## config.mk

```make
export PLATFORM = sky130hd
export DESIGN_NAME = rwc_reset_watchdog
export DESIGN_NICKNAME = d
export VERILOG_FILES = /design/src/core/rwc_pkg.sv /design/src/core/rwc_reset_watchdog.sv
export SDC_FILE = /design/constraint.sdc
export NUM_CORES = 1
export LEC_CHECK = 0
export BUFFER_PORTS_ARGS = -buffer_cell sky130_fd_sc_hd__buf_2
export CORE_ASPECT_RATIO = 2
export CORE_MARGIN = 2
export CORE_UTILIZATION = 55
export DETAILED_ROUTE_END_ITERATION = 6
export HOLD_SLACK_MARGIN = 0.1
export PLACE_DENSITY_LB_ADDON = 0.25
export SLEW_MARGIN = 25
export SYNTH_ARGS = -nofsm -noshare
export SYNTH_HDL_FRONTEND = slang
export SYNTH_SLANG_ARGS = --single-unit
```

## constraint.sdc

```tcl
create_clock -name clk_i -period 3.7 [get_ports clk_i]
set_input_delay 0.185 -clock clk_i [delete_from_list [all_inputs] [get_ports clk_i]]
set_output_delay 0.185 -clock clk_i [all_outputs]
set_load 0.03 [all_outputs]
```

## src/core/rwc_pkg.sv

```systemverilog
// constants for the reset and watchdog control block
//
// Summary of operation
// - Power-on, watchdog and USB bus reset sources
// - Reset restores defaults, clears address, disables interrupts
// - Both stack pointers load 0x00 on reset
// - Reset cause recorded in status bits 4-6
// - Fetch starts at 0x0000 after hardware reset
// - Reset entry pushes nothing onto program stack
// - Power-on reset sets power_on_flag bit 4
// - Power-on floats ports and samples strap bit
// - Strap high, bus idle: suspend until wake
// - Wake with strap high: 128 us delay
// - Strap low at power-on: 96 ms delay
// - Delay chosen from strap and power_on_flag
// - Watchdog MSB rising edge causes reset, bit 6
// - Watchdog advances on timer bit 11 tick
// - Any write to 0x26 clears watchdog
// - Firmware clears watchdog within 4.096 ms
// - Watchdog reset held 2.048 ms, then run
// - Transmitter off until address MSB set
// - Free-running timer 1 MHz, low byte 0x24
// - High nibble at 0x25 latched on low read
package rwc_pkg;
   // ==========================================
   // i/o addresses
   localparam logic [7:0] ADDR_USB_ADDR   = 8'h10;
   localparam logic [7:0] ADDR_TMR_LOW    = 8'h24;
   localparam logic [7:0] ADDR_TMR_HIGH   = 8'h25;
   localparam logic [7:0] ADDR_WDT_CLEAR  = 8'h26;
   localparam logic [7:0] ADDR_STATUS     = 8'hFF;
   // ==========================================
   // field positions and reset values
   localparam int         BIT_POR         = 4;
   localparam int         BIT_USBRST      = 5;
   localparam int         BIT_WDR         = 6;
   localparam int         BIT_TX_EN       = 7;
   localparam int         TMR_W           = 12;
   localparam int         TMR_TICK_BIT    = 11;
   localparam int         WDT_W           = 2;
   localparam logic [7:0] BYTE_ZERO       = 8'h00;
   localparam logic [7:0] STACK_RESET     = 8'h00;
   localparam logic [13:0] RESET_VECTOR   = 14'h0000;
   // ==========================================
   // timing
   localparam int         CLK_HZ          = 125_000_000;
   localparam int         TMR_HZ          = 1_000_000;
   localparam int         PRESCALE        = CLK_HZ / TMR_HZ;
   localparam int         DLY_SHORT_US    = 128;
   localparam int         DLY_LONG_MS     = 96;
   localparam int         WDT_HOLD_US     = 2048;
   localparam int         DLY_LONG_US     = DLY_LONG_MS * 1000;
   // ==========================================
   // sequencer states
   typedef enum logic [4:0] {
      ST_SAMPLE  = 5'b00001,
      ST_SUSPEND = 5'b00010,
      ST_DELAY   = 5'b00100,
      ST_RUN     = 5'b01000,
      ST_WDHOLD  = 5'b10000
   } rwc_state_e;
endpackage

```

## src/core/rwc_reset_watchdog.sv

```systemverilog
// reset sequencer, watchdog, free-running timer and status register
`timescale 1ns/1ps
module rwc_reset_watchdog #(
   parameter int DLY_SHORT_US = rwc_pkg::DLY_SHORT_US,
   parameter int DLY_LONG_US  = rwc_pkg::DLY_LONG_US,
   parameter int WDT_HOLD_US  = rwc_pkg::WDT_HOLD_US,
   parameter int PRESCALE     = rwc_pkg::PRESCALE
) (
   input  wire logic        clk_i,
   input  wire logic        sys_rst_i,
   input  wire logic [7:0]  io_addr_i,
   input  wire logic        io_wr_i,
   input  wire logic        io_rd_i,
   input  wire logic [7:0]  io_wdata_i,
   output logic      [7:0]  io_rdata_o,
   input  wire logic        strap_p3_7_i,
   input  wire logic        usb_dm_i,
   input  wire logic        usb_dp_i,
   input  wire logic        usb_bus_reset_i,
   input  wire logic        psp_load_i,
   input  wire logic        dsp_load_i,
   input  wire logic [7:0]  sp_wdata_i,
   output logic      [7:0]  program_stack_pointer_o,
   output logic      [7:0]  data_stack_pointer_o,
   output logic      [7:0]  usb_device_address_o,
   output logic             usb_tx_en_o,
   output logic             cpu_rst_o,
   output logic             cpu_run_o,
   output logic      [13:0] cpu_fetch_addr_o,
   output logic             stack_push_o,
   output logic             int_disable_o,
   output logic             gpio_hiz_o,
   output logic             suspend_o
);
   localparam int DW = $clog2(DLY_LONG_US + 1);
   localparam int PW = $clog2(PRESCALE);
   localparam logic [DW-1:0] D_SHORT = DW'(DLY_SHORT_US - 1);
   localparam logic [DW-1:0] D_LONG  = DW'(DLY_LONG_US - 1);
   localparam logic [DW-1:0] D_WDT   = DW'(WDT_HOLD_US - 1);
   localparam logic [PW-1:0] P_LAST  = PW'(PRESCALE - 1);

   typedef struct packed {
      rwc_pkg::rwc_state_e           st;
      logic [PW-1:0]                 pre;
      logic [rwc_pkg::TMR_W-1:0]     tmr;
      logic [3:0]                    tmr_hi;
      logic                          tick_prev;
      logic [rwc_pkg::WDT_W-1:0]     wdt;
      logic [DW-1:0]                 dly;
      logic [7:0]                    status;
      logic [7:0]                    usb_addr;
      logic [7:0]                    program_stack_pointer;
      logic [7:0]                    dsp;
      logic [7:0]                    rdata;
      logic                          strap;
   } rwc_regs_s;

   rwc_regs_s r_reg;
   rwc_regs_s r_next;

   logic us_tick;
   logic wdt_tick;
   logic bus_idle;
   logic wake;
   logic wdt_fire;
   logic in_reset;

   // ==========================================
   // combinational next state
   always_comb begin
      r_next   = r_reg;
      us_tick  = (r_reg.pre == P_LAST);
      r_next.pre = us_tick ? '0 : r_reg.pre + 1'b1;
      // 1 MHz free-running timer
      if (us_tick) begin
         r_next.tmr = r_reg.tmr + 1'b1;
      end
      r_next.tick_prev = r_reg.tmr[rwc_pkg::TMR_TICK_BIT];
      wdt_tick = r_reg.tmr[rwc_pkg::TMR_TICK_BIT] & ~r_reg.tick_prev;
      bus_idle = usb_dm_i & ~usb_dp_i;
      wake     = usb_bus_reset_i | ~usb_dm_i;
      in_reset = (r_reg.st != rwc_pkg::ST_RUN);
      wdt_fire = 1'b0;
      r_next.rdata = rwc_pkg::BYTE_ZERO;

      // watchdog counter
      if (in_reset) begin
         r_next.wdt = '0;
      end else if (io_wr_i && io_addr_i == rwc_pkg::ADDR_WDT_CLEAR) begin
         r_next.wdt = '0;
      end else if (wdt_tick) begin
         r_next.wdt = r_reg.wdt + 1'b1;
         // msb going low to high
         wdt_fire = ~r_reg.wdt[1] & r_reg.wdt[0];
      end

      // processor i/o port
      if (!in_reset && io_wr_i) begin
         if (io_addr_i == rwc_pkg::ADDR_USB_ADDR) begin
            r_next.usb_addr = io_wdata_i;
         end else if (io_addr_i == rwc_pkg::ADDR_STATUS) begin
            r_next.status = io_wdata_i;
         end
      end
      if (!in_reset && io_rd_i) begin
         if (io_addr_i == rwc_pkg::ADDR_USB_ADDR) begin
            r_next.rdata = r_reg.usb_addr;
         end else if (io_addr_i == rwc_pkg::ADDR_TMR_LOW) begin
            r_next.rdata  = r_reg.tmr[7:0];
            r_next.tmr_hi = r_reg.tmr[11:8];
         end else if (io_addr_i == rwc_pkg::ADDR_TMR_HIGH) begin
            r_next.rdata = {4'h0, r_reg.tmr_hi};
         end else if (io_addr_i == rwc_pkg::ADDR_STATUS) begin
            r_next.rdata = r_reg.status;
         end
      end

      // stack pointer loads by firmware
      if (!in_reset && psp_load_i) begin
         r_next.program_stack_pointer = sp_wdata_i;
      end
      if (!in_reset && dsp_load_i) begin
         r_next.dsp = sp_wdata_i;
      end

      // usb bus reset: soft reset, no sequencer action
      if (usb_bus_reset_i && !in_reset) begin
         r_next.status[rwc_pkg::BIT_USBRST] = 1'b1;
         r_next.usb_addr = rwc_pkg::BYTE_ZERO;
      end

      // sequencer
      case (r_reg.st)
         rwc_pkg::ST_SAMPLE: begin
            r_next.strap = strap_p3_7_i;
            if (strap_p3_7_i && bus_idle) begin
               r_next.st = rwc_pkg::ST_SUSPEND;
            end else begin
               r_next.st = rwc_pkg::ST_DELAY;
               // strap high selects short, else power_on_flag picks long
               if (strap_p3_7_i || !r_reg.status[rwc_pkg::BIT_POR]) begin
                  r_next.dly = D_SHORT;
               end else begin
                  r_next.dly = D_LONG;
               end
            end
         end
         rwc_pkg::ST_SUSPEND: begin
            if (wake) begin
               r_next.st = rwc_pkg::ST_DELAY;
               if (strap_p3_7_i || !r_reg.status[rwc_pkg::BIT_POR]) begin
                  r_next.dly = D_SHORT;
               end else begin
                  r_next.dly = D_LONG;
               end
            end
         end
         rwc_pkg::ST_DELAY: begin
            if (us_tick) begin
               if (r_reg.dly == '0) begin
                  r_next.st = rwc_pkg::ST_RUN;
               end else begin
                  r_next.dly = r_reg.dly - 1'b1;
               end
            end
         end
         rwc_pkg::ST_WDHOLD: begin
            if (us_tick) begin
               if (r_reg.dly == '0) begin
                  r_next.st = rwc_pkg::ST_RUN;
               end else begin
                  r_next.dly = r_reg.dly - 1'b1;
               end
            end
         end
         default: begin
            if (wdt_fire) begin
               r_next.st  = rwc_pkg::ST_WDHOLD;
               r_next.dly = D_WDT;
            end
         end
      endcase

      // any hardware reset period reinitialises owned registers
      if (in_reset || wdt_fire) begin
         r_next.usb_addr = rwc_pkg::BYTE_ZERO;
         r_next.program_stack_pointer      = rwc_pkg::STACK_RESET;
         r_next.dsp      = rwc_pkg::STACK_RESET;
      end
      if (wdt_fire) begin
         r_next.status[rwc_pkg::BIT_WDR] = 1'b1;
      end
   end

   // ==========================================
   // state register
   always_ff @(posedge clk_i or posedge sys_rst_i) begin
      if (sys_rst_i) begin
         r_reg          <= '0;
         r_reg.st       <= rwc_pkg::ST_SAMPLE;
         // power-on records its own cause
         r_reg.status   <= rwc_pkg::BYTE_ZERO;
         r_reg.status[rwc_pkg::BIT_POR] <= 1'b1;
         r_reg.program_stack_pointer      <= rwc_pkg::STACK_RESET;
         r_reg.dsp      <= rwc_pkg::STACK_RESET;
      end else begin
         r_reg <= r_next;
      end
   end

   // ==========================================
   // outputs
   assign io_rdata_o              = r_reg.rdata;
   assign program_stack_pointer_o = r_reg.program_stack_pointer;
   assign data_stack_pointer_o    = r_reg.dsp;
   assign usb_device_address_o    = r_reg.usb_addr;
   assign usb_tx_en_o             = r_reg.usb_addr[rwc_pkg::BIT_TX_EN];
   assign cpu_rst_o               = (r_reg.st != rwc_pkg::ST_RUN);
   assign cpu_run_o               = (r_reg.st == rwc_pkg::ST_RUN);
   assign cpu_fetch_addr_o        = rwc_pkg::RESET_VECTOR;
   // reset entry never pushes pc or flags
   assign stack_push_o            = 1'b0;
   assign int_disable_o           = (r_reg.st != rwc_pkg::ST_RUN);
   assign gpio_hiz_o              = r_reg.st[0] | r_reg.st[1] | (r_reg.st[2] & ~r_reg.status[rwc_pkg::BIT_WDR]);
   assign suspend_o               = (r_reg.st == rwc_pkg::ST_SUSPEND);
endmodule

```

==> results_dict.tcl <==
set metrics [dict create \
    timing.final.crit_share 0.712 \
    slowest_stage "o21a_1" \
    cp_max_fo 16 \
    largest_register_ffs 55 \
    drc_errors 0 \
    clock_latency_ns 0.35 \
    crit_path_start_kind "register" \
    dieArea_um2 9300 \
    multi_input_area_um2 2040 \
    num_antenna_cells 0 \
    synthAdderAreaFrac 0.0134 \
    grt_pass1_vias 3642 \
    synth_top_family_by_area "simple AND/OR/NAND/NOR gates" \
    synth_seq_cells 88 \
    timing_hold_violations_final 0 \
    numCtsBuffers 9 \
    synth_mux_area_frac 0.0720 \
    synth_compound_area_frac 0.125 \
    clock_skew_ns 0.00441 \
    path_clk_slew_ns 0.07 \
    dp_cells 578 \
    holdWs_ns 0.106 \
    vias_per_cell 5.90 \
    yosysSeqAreaShare 0.472 \
    finalPower_mw 2.96 \
    die_y_um 134 \
    max_stage_delay_ns 0.50 \
    cp.arrival_ns 2.90 \
    core_um2 8290 \
    yosys.area_share.xor_xnor 0.0356 \
    p_leak_nw 2.47 \
    ant_nets 0 \
    fp.dieW_um 69.2 \
    synth_area_leaders "dfrtp_1, buf_4, mux2i_1, nor2_1, mux2_2" \
    io_buffers 71 \
    fillCellCount 684 \
    route.vias.total 3571 \
    power_density_nw_per_um2 564 \
    setup_viol 0 \
    overflow 0 \
    rsz0062_at_grt "false" \
    synth.distinct_cells 69 \
    cts_setup_buffers 0 \
    maxCapViolations 0 \
    grt_busiest_layer "met2" \
    setup-tns-final_ns 0 \
    min_period_ns 2.64 \
    relSlewSlack 0.427 \
    yosysWarnings 0 \
    seq_area_um2 2200 \
    wire_per_inst_um 17.3 \
    layout-drive-gt1-share 0.250 \
    ir_drop_uv 403 \
    r2r_cells 7 \
    met3_usage 0.0413 \
    slew_viol_final 0 \
    max_slew.worst_pin.slew_ns 0.847 \
    crit_chain "nor2_1, and3_1, inv_1, nor3_1, o21a_1, nand2_1, o2bb2ai_1" \
    cp-end-kind "register" \
    synth_ff_type "dfrtp_1" \
    cp.required_ns 3.96 \
    postCtsHoldBufs 11 \
    avgSynthCellArea_um2 10.3 \
    grt.total_usage 0.233 \
    first_pass_iters 7 \
    drt-total-wl_um 10500 \
    start_util 0.564 \
    synth_simple_gate_area_share 0.178 \
    hold_path_depth 3 \
    synth_edf_count 0 \
    use_met1 0.255 \
    h-tree-depth 3 \
    synthCells 454 \
    synth_top_area_share 0.461 \
    fin_nets 541 \
    dpl.hpwl_um 7670 \
    post-route-util 0.632 \
    cts-root-buf "clkbuf_16" \
    cts_tree "done" \
    status "finished, final reports clean" \
    num_rows 47 \
    clock_sinks 88 \
    gp_congestion 0.883 \
    met2_usage 0.414 \
    clock.fmax_mhz 379 \
    criticalPathCategory "reg2reg" \
    grt_pass1_wl_um 17100 \
    hold_class "in2reg" \
    ios 87 \
    grt_max_degree 60 \
    instances_no_fill 605 \
    antenna_found_initial 0 \
    area_growth_pct 12.1 \
    cts_resized 0 \
    async_reset_ff_frac 1.00 \
    syn_area_um2 4670 \
    drt_iter0_markers 200 \
    yosys.area.top_type "dfrtp_1" \
    clockBufferDepth 2 \
]
power by group:
part	switching [mW]	internal (mW)	leakage, nW
Combinational	0.526	0.259	1.15
Sequential	0.110	1.06	1.16
Clock	0.399	0.601	0.162
Total	1.04	1.92	2.47
critical path, delay by kind of cell, from the launching register on:
kind	cells	cell delay (ns)
flops	1	0.48
compound gates	2	0.72
buf+inv	1	0.15
simple gates	4	1.19
path summary, 6_finish.rpt:
path	to	slack [ns]	start
min	program_stack_pointer_o[3]	0.11	sp_wdata_i[3]
max reg2reg	r_reg[53]	1.06	r_reg[85]
min in group asynchronous	r_reg[66]	0.41	sys_rst_i
max in group asynchronous	r_reg[41]	2.16	sys_rst_i
min reg2reg	r_reg[60]	0.47	r_next[60]
max	r_reg[53]	1.06	r_reg[85]
metal layers:
metal,up-vias,part of all wire
li1,1664,-
met1,1746,0.38
met2,132,0.53
met3,29,0.048
met4,0,0.035
met5,-,0
cell usage after synthesis, drive strengths merged (2+ instances only):
cell type,n
a21oi,21
dfstp,2
nor4,6
a31oi,10
clkbuf,9
xor2,5
nand3b,2
a221o,2
a22o,8
a21o,3
nand2,21
ha,5
buf,55
nand4,9
o2bb2ai,5
o31a,3
o31ai,2
xnor2,14
a31o,2
and3,8
o211ai,2
and4,4
dfrtp,86
nor4b,2
a22oi,3
nor3,17
o21ai,12
or4,4
nor2,46
mux2i,19
nand4b,2
nand2b,4
inv,11
nor2b,2
nand3,13
or3,8
o21bai,2
mux2,13
cell type report:
class	instances	area share
Clock buffer	9	0.0430
Clock inverter	7	0.0196
Inverter	11	0.00812
Multi-Input combinational cell	305	0.389
Sequential cell	88	0.421
Tap cell	98	0.0234
Timing Repair Buffer	87	0.0960
cell usage in the layout (no fill, tap or decap), types with 3 or more instances in the layout:
cell	instances
dfrtp_1	86
buf_2	71
nor2_1	45
nand2_1	21
mux2i_1	19
a21oi_1	19
conb_1	15
xnor2_1	14
nor3_1	14
nand3_1	13
mux2_2	13
dlygate4sd3_1	11
inv_1	10
nand4_1	9
a31oi_1	9
clkbuf_16	9
a22o_1	8
or3_1	7
and3_1	7
o21ai_0	7
xor2_1	5
o2bb2ai_1	5
ha_1	5
buf_4	5
o21ai_1	4
and4_1	4
nand2b_1	4
nor4_1	3
a22oi_1	3
cell families (layout without fill, tap and decap cells):
logic type               count (synthesis)  count (layout)
AO/OA/AOI/OAI                           83              83
flip-flops                              88              88
buffers and inverters                   75             114
adder cells (fa/ha/maj)                  5               5
other                                    1              15
AND/OR/NAND/NOR                        151             151
XOR/XNOR                                19              19
multiplexers                            32              32
stage by stage:
step                      setup WS (ns)  instance area (um^2)
final                              1.06                  5240
after global routing              0.786                  5240
after CTS                          1.06                  5240
after detailed placement           1.08                  4800
after global placement             1.19                  4800
after floorplan                    1.24                  4730
(Power assumes the default switching activity.)
